$ cat src/cdsit_pkg.sv
`default_nettype none

package cdsit_pkg;

   ////////////////////////////////////////////////////////////////////////////
   // register bus geometry and offsets
   localparam int ADDR_W = 8;
   localparam int DATA_W = 8;
   localparam logic [7:0] ADDR_CTRL1 = 8'h00;
   localparam logic [7:0] ADDR_CTRL2 = 8'h01;
   localparam logic [7:0] ADDR_TMRCTRL = 8'h0F;
   localparam logic [7:0] ADDR_T2CLK = 8'h12;
   localparam logic [7:0] ADDR_T2VAL = 8'h13;
   localparam logic [7:0] ADDR_IRQ_STAT = 8'h20;
   localparam logic [7:0] ADDR_IRQ_CLR = 8'h21;
   localparam logic [7:0] ADDR_IRQ_EN = 8'h22;

   ////////////////////////////////////////////////////////////////////////////
   // field positions
   localparam int BIT_SEC_EN = 2;
   localparam int BIT_T2_IRQ_EN = 0;
   localparam int BIT_T2_FLAG = 5;
   localparam int BIT_SEC_FLAG = 7;
   localparam int BIT_T2_RUN = 0;
   localparam int BIT_T2_PMODE = 5;
   localparam int BIT_T1_PMODE = 7;
   localparam int SRC_LSB = 0;
   localparam int PWSEL_LSB = 4;
   localparam int STAT_T2 = 0;
   localparam int STAT_SEC = 1;

   // reset values
   localparam logic [7:0] RESET_BYTE = 8'h00;
   localparam logic [1:0] RESET_IRQ_EN = 2'h0;
   localparam logic [7:0] COUNT_ONE = 8'h01;

   ////////////////////////////////////////////////////////////////////////////
   // timer source clock choices
   typedef enum logic [2:0] {
      SRC_4096 = 3'b000,
      SRC_64 = 3'b001,
      SRC_1 = 3'b010,
      SRC_MIN = 3'b011,
      SRC_HOUR = 3'b111
   } cdsit_src_type;

   ////////////////////////////////////////////////////////////////////////////
   // pulse widths in microseconds, and their cycle counts at 25 MHz
   localparam int unsigned CLOCK_PERIOD_NS = 32'h0000_0028;
   localparam int unsigned NS_PER_US = 32'h0000_03E8;
   localparam int unsigned PW_122_US = 32'h0000_007A;
   localparam int unsigned PW_244_US = 32'h0000_00F4;
   localparam int unsigned PW_7812_US = 32'h0000_1E84;
   localparam int unsigned PW_15625_US = 32'h0000_3D09;
   localparam int unsigned PW122_CYC = PW_122_US * NS_PER_US / CLOCK_PERIOD_NS;
   localparam int unsigned PW244_CYC = PW_244_US * NS_PER_US / CLOCK_PERIOD_NS;
   localparam int unsigned PW7812_CYC = PW_7812_US * NS_PER_US / CLOCK_PERIOD_NS;
   localparam int unsigned PW15625_CYC = PW_15625_US * NS_PER_US / CLOCK_PERIOD_NS;

endpackage

`default_nettype wire

$ cat src/cdsit_pulse.sv
`default_nettype none

module cdsit_pulse
   import cdsit_pkg::*;
(
   input wire logic clock,
   input wire logic sys_rst,
   input wire logic start,
   input wire logic abort,
   input wire logic [31:0] width,
   output logic active
);

   logic [31:0] remain;

   ////////////////////////////////////////////////////////////////////////////
   // start wins over abort: a flag set in the clearing cycle stays set,
   // so its pulse must still run
   always_ff @(posedge clock) begin
      if (sys_rst) begin
         active <= 1'b0;
         remain <= 32'h0000_0000;
      end else if (start) begin
         active <= 1'b1;
         remain <= width;
      end else if (abort) begin
         active <= 1'b0;
      end else if (active) begin
         active <= (remain > 32'h0000_0001);
         remain <= remain - 32'h0000_0001;
      end
   end

endmodule

`default_nettype wire

$ cat src/cdsit_timer.sv
`default_nettype none

module cdsit_timer
   import cdsit_pkg::*;
#(
   parameter int unsigned PW244_CYCLES = PW244_CYC,
   parameter int unsigned PW7812_CYCLES = PW7812_CYC,
   parameter int unsigned PW15625_CYCLES = PW15625_CYC
)
(
   input wire logic clock,
   input wire logic sys_rst,
   input wire logic [7:0] regAddr,
   input wire logic [7:0] regWrData,
   input wire logic regWrite,
   input wire logic regRead,
   output logic [7:0] regRdData,
   input wire logic tick4096,
   input wire logic tick64,
   input wire logic tick1,
   input wire logic tickMinute,
   input wire logic tickHour,
   output logic int1Low,
   output logic int2Low,
   output logic irq
);

   ////////////////////////////////////////////////////////////////////////////
   // software-visible state
   logic secondsIrqEnable;
   logic timer2IrqEnable;
   logic timer2RunEnable;
   logic timer2PulseMode;
   logic timer1PulseMode;
   logic [2:0] timer2SrcSel;
   logic [2:0] timer2PulseWidthSel;
   logic [7:0] reloadValue;
   logic [1:0] irqEnable;

   // block state
   logic [7:0] count;
   logic timer2Flag;
   logic secondsFlag;
   logic t2Pulse;
   logic secPulse;

   ////////////////////////////////////////////////////////////////////////////
   // address decode
   wire selCtrl1 = (regAddr == ADDR_CTRL1);
   wire selCtrl2 = (regAddr == ADDR_CTRL2);
   wire selTmrCtrl = (regAddr == ADDR_TMRCTRL);
   wire selT2Clk = (regAddr == ADDR_T2CLK);
   wire selT2Val = (regAddr == ADDR_T2VAL);
   wire selIrqStat = (regAddr == ADDR_IRQ_STAT);
   wire selIrqClr = (regAddr == ADDR_IRQ_CLR);
   wire selIrqEn = (regAddr == ADDR_IRQ_EN);

   wire wrCtrl1 = regWrite & selCtrl1;
   wire wrCtrl2 = regWrite & selCtrl2;
   wire wrTmrCtrl = regWrite & selTmrCtrl;
   wire wrT2Clk = regWrite & selT2Clk;
   wire writeReload = regWrite & selT2Val;
   wire wrIrqClr = regWrite & selIrqClr;
   wire wrIrqEn = regWrite & selIrqEn;

   ////////////////////////////////////////////////////////////////////////////
   // flag clears: a zero written to a flag bit of control 2, or a one
   // written to the matching bit of the clear register
   wire clrT2 = (wrCtrl2 & ~regWrData[BIT_T2_FLAG]) | (wrIrqClr & regWrData[STAT_T2]);
   wire clrSec = (wrCtrl2 & ~regWrData[BIT_SEC_FLAG]) | (wrIrqClr & regWrData[STAT_SEC]);

   ////////////////////////////////////////////////////////////////////////////
   // control register writes; each takes effect at the next edge only
   // writes registered first
   always_ff @(posedge clock) begin
      if (sys_rst) begin
         secondsIrqEnable <= 1'b0;
         timer2IrqEnable <= 1'b0;
      end else begin
         if (wrCtrl1) begin
            secondsIrqEnable <= regWrData[BIT_SEC_EN];
         end
         if (wrCtrl2) begin
            timer2IrqEnable <= regWrData[BIT_T2_IRQ_EN];
         end
      end
   end

   // timer run and pulse-mode control, source and width selection
   always_ff @(posedge clock) begin
      if (sys_rst) begin
         timer2RunEnable <= 1'b0;
         timer2PulseMode <= 1'b0;
         timer1PulseMode <= 1'b0;
         timer2SrcSel <= 3'h0;
         timer2PulseWidthSel <= 3'h0;
      end else begin
         if (wrTmrCtrl) begin
            timer2RunEnable <= regWrData[BIT_T2_RUN];
            timer2PulseMode <= regWrData[BIT_T2_PMODE];
            timer1PulseMode <= regWrData[BIT_T1_PMODE];
         end
         if (wrT2Clk) begin
            timer2SrcSel <= regWrData[SRC_LSB +: 3];
            timer2PulseWidthSel <= regWrData[PWSEL_LSB +: 3];
         end
      end
   end

   // reload value and interrupt enables
   always_ff @(posedge clock) begin
      if (sys_rst) begin
         reloadValue <= RESET_BYTE;
         irqEnable <= RESET_IRQ_EN;
      end else begin
         if (writeReload) begin
            reloadValue <= regWrData;
         end
         if (wrIrqEn) begin
            irqEnable <= regWrData[1:0];
         end
      end
   end

   ////////////////////////////////////////////////////////////////////////////
   // source clock selection; the four top codes all pick the hourly tick
   wire srcTick = (timer2SrcSel == SRC_4096) ? tick4096 :
                  (timer2SrcSel == SRC_64) ? tick64 :
                  (timer2SrcSel == SRC_1) ? tick1 :
                  (timer2SrcSel == SRC_MIN) ? tickMinute : tickHour;

   // end of a period: a reload write in the same cycle takes precedence
   // expiry at count one
   wire periodEnd = timer2RunEnable & srcTick & (count == COUNT_ONE) & ~writeReload;

   ////////////////////////////////////////////////////////////////////////////
   // countdown counter; halted it sits at the reload value so the next
   // start begins a whole period
   always_ff @(posedge clock) begin
      if (sys_rst) begin
         count <= RESET_BYTE;
      end else if (writeReload) begin
         count <= regWrData;
      end else if (!timer2RunEnable) begin
         count <= reloadValue;
      end else if (srcTick && count != RESET_BYTE) begin
         count <= (count == COUNT_ONE) ? reloadValue : count - COUNT_ONE;
      end
   end

   ////////////////////////////////////////////////////////////////////////////
   // sticky flags: a set in the clearing cycle wins
   wire secondsEvent = tick1 & secondsIrqEnable;

   always_ff @(posedge clock) begin
      if (sys_rst) begin
         timer2Flag <= 1'b0;
         secondsFlag <= 1'b0;
      end else begin
         timer2Flag <= (timer2Flag & ~clrT2) | periodEnd;
         secondsFlag <= (secondsFlag & ~clrSec) | secondsEvent;
      end
   end

   ////////////////////////////////////////////////////////////////////////////
   // pulse width for the countdown timer, chosen from the source and the
   // reload value; the field gives whole 1/64 s steps
   function automatic logic [31:0] t2Width(
      input logic [2:0] src,
      input logic [7:0] reload,
      input logic [2:0] sel
   );
      logic [31:0] steps;
      logic [31:0] fieldWidth;
      steps = 32'(sel) + 32'h0000_0001;
      fieldWidth = 32'(steps * PW15625_CYCLES);
      case (src)
         SRC_4096: t2Width = (reload == COUNT_ONE) ? 32'(PW122_CYC) : 32'(PW244_CYCLES);
         SRC_64: t2Width = (reload == COUNT_ONE) ? 32'(PW7812_CYCLES) :
                           (steps > 32'(reload)) ? 32'(PW15625_CYCLES) : fieldWidth;
         default: t2Width = fieldWidth;
      endcase
   endfunction

   wire [31:0] timer2PulseWidth = t2Width(timer2SrcSel, reloadValue, timer2PulseWidthSel);

   // countdown pulse, restarted each period and cut short by a flag clear
   cdsit_pulse timer2PulseGen (
      .clock(clock),
      .sys_rst(sys_rst),
      .start(periodEnd),
      .abort(clrT2),
      .width(timer2PulseWidth),
      .active(t2Pulse)
   );

   cdsit_pulse secondsPulseGen (
      .clock(clock),
      .sys_rst(sys_rst),
      .start(secondsEvent),
      .abort(clrSec),
      .width(32'(PW15625_CYCLES)),
      .active(secPulse)
   );

   ////////////////////////////////////////////////////////////////////////////
   // interrupt line selection
   // pulse or level, enable gates
   wire t2Irq = timer2IrqEnable & (timer2PulseMode ? t2Pulse : timer2Flag);
   wire secIrq = secondsIrqEnable & (timer1PulseMode ? secPulse : secondsFlag);
   wire [1:0] irqStatus = {secondsFlag, timer2Flag};

   // lines driven from flops so no glitch from the select mux reaches a pin
   // timer interrupt on both lines, seconds interrupt on int1Low only
   always_ff @(posedge clock) begin
      if (sys_rst) begin
         int1Low <= 1'b1;
         int2Low <= 1'b1;
         irq <= 1'b0;
      end else begin
         int1Low <= ~(t2Irq | secIrq);
         int2Low <= ~t2Irq;
         irq <= |(irqStatus & irqEnable);
      end
   end

   ////////////////////////////////////////////////////////////////////////////
   // read mux; unmapped and write-only addresses read zero
   wire [7:0] ctrl1Read = 8'(secondsIrqEnable) << BIT_SEC_EN;
   wire [7:0] ctrl2Read = (8'(timer2IrqEnable) << BIT_T2_IRQ_EN) |
                          (8'(timer2Flag) << BIT_T2_FLAG) |
                          (8'(secondsFlag) << BIT_SEC_FLAG);
   wire [7:0] tmrCtrlRead = (8'(timer2RunEnable) << BIT_T2_RUN) |
                            (8'(timer2PulseMode) << BIT_T2_PMODE) |
                            (8'(timer1PulseMode) << BIT_T1_PMODE);
   wire [7:0] t2ClkRead = (8'(timer2SrcSel) << SRC_LSB) |
                          (8'(timer2PulseWidthSel) << PWSEL_LSB);
   wire [7:0] next_regRdData = selCtrl1 ? ctrl1Read :
                               selCtrl2 ? ctrl2Read :
                               selTmrCtrl ? tmrCtrlRead :
                               selT2Clk ? t2ClkRead :
                               selT2Val ? count :
                               selIrqStat ? 8'(irqStatus) :
                               selIrqEn ? 8'(irqEnable) : RESET_BYTE;

   // the count cannot be frozen for a read, so a host compares two reads
   // count sampled unfrozen
   always_ff @(posedge clock) begin
      if (sys_rst) begin
         regRdData <= RESET_BYTE;
      end else if (regRead) begin
         regRdData <= next_regRdData;
      end else begin
         regRdData <= RESET_BYTE;
      end
   end
endmodule

`default_nettype wire

$ cat config.mk
export PLATFORM = sky130hd
export DESIGN_NAME = cdsit_timer
export DESIGN_NICKNAME = d
export VERILOG_FILES = /design/src/cdsit_pkg.sv /design/src/cdsit_pulse.sv /design/src/cdsit_timer.sv
export SDC_FILE = /design/constraint.sdc
export NUM_CORES = 1
export LEC_CHECK = 0
export BUFFER_PORTS_ARGS = -buffer_cell sky130_fd_sc_hd__buf_2
export CORE_ASPECT_RATIO = 1.4
export CORE_MARGIN = 2
export CORE_UTILIZATION = 64
export CTS_BUF_LIST = sky130_fd_sc_hd__clkbuf_2 sky130_fd_sc_hd__clkbuf_4 sky130_fd_sc_hd__clkbuf_8
export DETAILED_ROUTE_END_ITERATION = 12
export PLACE_DENSITY = 0.9
export SETUP_SLACK_MARGIN = 0.5
export SYNTH_ARGS = -nofsm -noshare
export SYNTH_HDL_FRONTEND = slang
export SYNTH_SLANG_ARGS = --single-unit
$ cat constraint.sdc
create_clock -name clock -period 5.5 [get_ports clock]
set_clock_uncertainty 0.15 [all_clocks]
set_input_delay 0.275 -clock clock [delete_from_list [all_inputs] [get_ports clock]]
set_output_delay 0.275 -clock clock [all_outputs]
set_load 0.02 [all_outputs]
Word level (Yosys, flattened, before mapping):

Index checks and enable logic that the tools add are counted.
Widths: inputs -> output; s select.

* logic and storage cells: 129
* input bits: 25
* register bits after elaboration: 108
* output and inout port bits: 11

* bitwise logic cells: 38
* reductions and logical operators: 13
* add/sub/neg operators: 4
* muxes and demuxes: 33
* $mul: 1
* $lt $le $gt $ge: 3
* equal/unequal tests: 15

Operator list (count)
* $mux 32: 3
* $gt 32x1->1 const B: 2
* $mux 8: 8
* $sub 32x1->32 const B: 2
* $mux 19: 3
* $mux 23: 2
* $pmux 23 s2: 1
* $eq 8x1->1 const B: 3
* $eq 8x6->1 const B: 3
* $mul 4x19->23 const B: 1
* $and 1x1->1: 19
* $eq 8x5->1 const B: 2
* $or 6x8->8: 2
* $mux 13: 1
* $mux 1: 12
* $or 1x6->6: 2
* $eq 8x4->1 const B: 1
* $gt 4x8->1: 1
* $logic_not 8->1: 1
* $not 1->1: 8
* $reduce_bool 8->1: 1
* $sub 8x1->8 const B: 1
* $or 3x7->7: 1
* $eq 3x2->1 const B: 2
* 14 further kinds: 25

Longest topological paths before layout:

* depth in word-level cells: 10
* depth in mapped cells: 15
* depth with buffers taken out: 14

By module:

Synthesis repeated with hierarchy kept, for this count alone.

* cell total of the unflattened synthesis: 931
* area, all modules: 7698.6 um^2

Modules (own cells, without submodules)
* cdsit_pulse: seq. area each 660.6 um^2, cells each 249, instances 2, area each 2067.0 um^2
* cdsit_timer: seq. area each 840.8 um^2, cells each 433, instances 1, area each 3564.7 um^2

Worst setup path after synthesis:

OpenSTA, ideal clock, no wires.

* path type: reg2reg
* start: register timer2PulseWidthSel[0]
* end: register timer2PulseGen.remain[14]
* path slack: 1.155 ns
* arrival: 4.073 ns
* library setup time: 0.122 ns
* stages on the path, launching flop included: 15
* required time: 5.228 ns
* clock period less this slack: 4.345 ns
* buffers on the path: 2
* cells stage by stage: dfxtp_1 -> clkbuf_1 -> inv_1 -> ha_1 -> inv_1 -> fa_1 -> fa_1 -> ha_1 -> clkbuf_1 -> and3_1 -> a22oi_1 -> a21boi_0 -> xnor2_1 -> a221oi_1 -> o32a_1

* longest elaborated chain between the ends: 6
* elaborated cells on any way between the ends: 7
* those cells by class: 1 x add/sub; 1 x mul; 1 x order compare; 4 x mux

RTL lines
* start, declared: line cdsit_timer.sv:36 `logic [2:0] timer2PulseWidthSel;`
* start signal, assigned: line cdsit_timer.sv:105 `timer2PulseWidthSel <= regWrData[PWSEL_LSB +: 3];`
* $add 3x1->4 *: line cdsit_timer.sv:175 `steps = 32'(sel) + 32'h0000_0001;`
* $mul 4x19->23 / $gt 4x8->1 (equally long branches): line cdsit_timer.sv:176, cdsit_timer.sv:180
* $mux 23: line cdsit_timer.sv:180 `(steps > 32'(reload)) ? 32'(PW15625_CYCLES) : fieldWidth;`
* $mux 23: line cdsit_timer.sv:179 `SRC_64: t2Width = (reload == COUNT_ONE) ? 32'(PW7812_CYCLES) :`
* $pmux 23 s2 *: line cdsit_timer.sv:177 `case (src)`
* $mux 32 *: line cdsit_pulse.sv:23 `end else if (start) begin`
* end signal, assigned: line cdsit_pulse.sv:25 `remain <= width;`
* end signal, assigned: line cdsit_pulse.sv:30 `remain <= remain - 32'h0000_0001;`
* end, declared: line cdsit_pulse.sv:14 `logic [31:0] remain;`

Every way passes the cells marked *; elsewhere a longest branch is shown, timed or not.
A chain may end at the register's enable or synchronous reset.

Worst setup path in the final report:

Ends and elaborated chain as after synthesis.

==> flow_metrics.py <==
metrics = {
    "run_status": {
        "status": "completed",
    },
    "timing": {
        "timing_max_transition_violations_final": 0,
        "post-route-min-period_ns": 4.54,
        "fin_setup_tns_ns": 0,
        "max_slew_margin": 0.153,
        "grt_setup_unrepaired": "no",
        "final_hold_viols": 0,
        "timing.final.setup_violations": 0,
        "finalCritPeriodShare": 0.826,
        "worst_pin_slew_ns": 1.26,
        "fmaxAchievable_mhz": 220,
    },
    "synth": {
        "post_synth.cell_area_avg_um2": 8.38,
        "yosysWarningCount": 0,
        "seq_area_frac_synth": 0.328,
        "synth_flop_cell": "dfxtp_1",
        "syn_inst": 786,
        "syn-num-nets": 850,
        "synth_area_mm2": 0.00659,
        "synth_seq_cells": 108,
        "ys_async_sr_fraction": 0,
        "yosys.cell_types.count": 69,
        "synth_enable_flop_cells": 0,
    },
    "cts": {
        "post_cts_resized": 0,
        "clk_tree_root_cell": "clkbuf_8",
        "clk-insertion-delay-late_ns": 0.39,
        "tritoncts_clock_tree": "built",
        "h-tree-depth": 3,
        "clock_tree_buffer_depth": 2,
        "cts_buffers": 9,
        "clock-sinks": 108,
        "clkTransAtPathRegs_ns": 0.12,
    },
    "global_routing": {
        "gr-usage-all-layers": 0.316,
        "grt_pass1_vias": 6081,
        "grt_pass1_wl_um": 28800,
        "maximum_number_of_pins_on_one_net_before_global_route_repair": 68,
        "antenna_found_initial": 0,
        "grt_overflow_total": 0,
    },
    "detailed_routing": {
        "total_drc_errors_in_the_routed_layout": 0,
        "drt_pass1_iterations": 6,
        "drt_iter0_markers": 649,
        "antenna_violating_nets_post_route": 0,
        "vias_per_cell": 6.67,
        "routedWlPerCell_um": 18.5,
        "wire_length_reported_by_the_detailed_router_um": 17400,
        "detailroute.via_count": 6284,
    },
    "worst_setup_path": {
        "cp_data_required_time_ns": 5.63,
        "delay_of_the_slowest_cell_on_the_worst_path_ns": 0.60,
        "crit_path_end_kind": "flop",
        "crit_slowest_cell": "fa_1",
        "setup.worst_path.start_class": "flop",
        "crit_path_cell_trace": "buf_4, ha_1, xor2_1, fa_1, fa_1, inv_1, ha_1, a21o_1, a22oi_1, a21boi_0, xnor2_1, a221oi_1, o32a_1",
        "path_class": "reg2reg",
        "path_max_fanout": 11,
        "critical_path_arrival_ns": 4.67,
    },
    "final_layout": {
        "antennaDiodeCount": 0,
        "layout-drive-gt1-share": 0.0954,
        "nets": 866,
        "synthToLayoutAreaGrowth_pct": 7.01,
        "layout.cells.most_common": "dfxtp_1",
        "finalInstanceArea_mm2": 0.00705,
        "layout.cells.most_common_list": "dfxtp_1, nor2_1, nand2_1, a21oi_1, xnor2_1",
        "fillCellCount": 753,
    },
    "pwr": {
        "ir_drop_v": 0.000181,
        "power.density_cell_area_mw_per_mm2": 190,
        "power.static_leakage_nw": 2.70,
        "report.power.total_mw": 1.34,
    },
    "placement": {
        "routabilityCongestion": 0.943,
        "post_dp_cell_area_mm2": 0.00680,
        "post-dp-hpwl_um": 12700,
        "port-buffer-count": 35,
    },
    "floorplan": {
        "floorplan.initialDensity": 0.662,
        "placement_rows": 43,
        "floorplan.io_pins": 36,
        "core_area_mm2": 0.00995,
        "overall_die_area_mm2": 0.0111,
        "die_h_um": 124,
        "die_w_um": 89.7,
    },
    "job": {
        "timing.max_cap.violations": 0,
    },
    "min_path": {
        "timing.hold.worst.class": "in2reg",
    },
}
## path summary, 6_finish.rpt
path	to	slack [ns]	startpoint	cells after the start
setup reg to reg	timer2PulseGen.remain[14]$_SDFFE_PP0P_	0.96	timer2PulseWidthSel[0]$_SDFFE_PP0P_	13
setup / recovery	timer2PulseGen.remain[14]$_SDFFE_PP0P_	0.96	timer2PulseWidthSel[0]$_SDFFE_PP0P_	13
hold / removal	timer2SrcSel[1]$_SDFFE_PP0P_	0.02	regWrData[1]	3
hold reg to reg	int2Low$_SDFF_PP1_	0.32	timer2IrqEnable$_SDFFE_PP0P_	1
## worst max-delay path, delay by kind of cell, from the launching register on
family                     cells  cell delay, ns
buffers and inverters          2            0.33
adders and majority gates      4            1.66
AOI/OAI and AO/OA              5            1.00
DFF                            1            0.47
xor gates and xnor gates       2            0.82
## synthesized netlist by cell type, types with 11 or more instances
master / number / area [um2]
a211oi_1: 14 / 105
o211ai_1: 13 / 97.6
nand2_1: 56 / 210
a31oi_1: 11 / 68.8
and3_1: 13 / 81.3
or3_1: 18 / 113
nor3_1: 22 / 110
xor2_1: 33 / 289
inv_1: 31 / 116
xnor2_1: 38 / 333
ha_1: 31 / 388
nor4_1: 14 / 87.6
nor2_1: 93 / 349
a21oi_1: 50 / 250
nand3_1: 31 / 155
clkbuf_1: 32 / 120
dfxtp_1: 108 / 2160
nand4_1: 11 / 68.8
## stage by stage
stage | util | hold slack, ns | instances | setup WS [ns]
finish | 0.708 | 0.0195 | 942 | 0.955
global placement | 0.683 | 0.292 | 923 | 1.10
global route | 0.708 | 0.0225 | 942 | 0.606
detailed placement | 0.683 | 0.296 | 923 | 1.01
floorplan | - | 0.251 | 786 | 1.15
CTS | 0.708 | 0.0121 | 942 | 0.970
## flip-flops by register name, summed over array words and instances (netlist names), 2 cells and up
register and count:
secondsPulseGen.remain 32, irqEnable 2, timer2SrcSel 3, reloadValue 8, count 8, regRdData 8
timer2PulseWidthSel 3, timer2PulseGen.remain 32
## layout make-up
class	count	area [um2]	area share
clock buffer	9	124	0.0176
sequential	108	2160	0.307
timing repair buffer	41	228	0.0323
tap	135	169	0.0240
multi-input combinational	611	4160	0.590
clock inverter	7	91.3	0.0130
inverter	31	116	0.0165
## kinds of logic after synthesis
kind of cell,count (synthesis),share of synthesized area
AND/OR/NAND/NOR,323,0.260
AO/OA/AOI/OAI,167,0.174
flip-flops,108,0.328
XOR/XNOR,71,0.0944
buffers and inverters,67,0.0405
adder cells (fa/ha/maj),39,0.0832
multiplexers,11,0.0194
## metal layers
layer  track usage  routed length (um)
met5             0                   0
met4         0.156                 720
met3        0.0363                1230
met2         0.580                8720
met1         0.369                6720
## repair_timing
item / in CTS / in global routing
hold endpoints to repair: 3 / 0
buffers inserted: 0 / 0
hold buffers: 3 / 0
## report_power, final
group	leakage, nW	switching (mW)	internal [mW]
sequential	0.869	0.000686	0.782
combinational	1.72	0.0341	0.0162
clock	0.106	0.322	0.186
(Power assumes the default switching activity.)
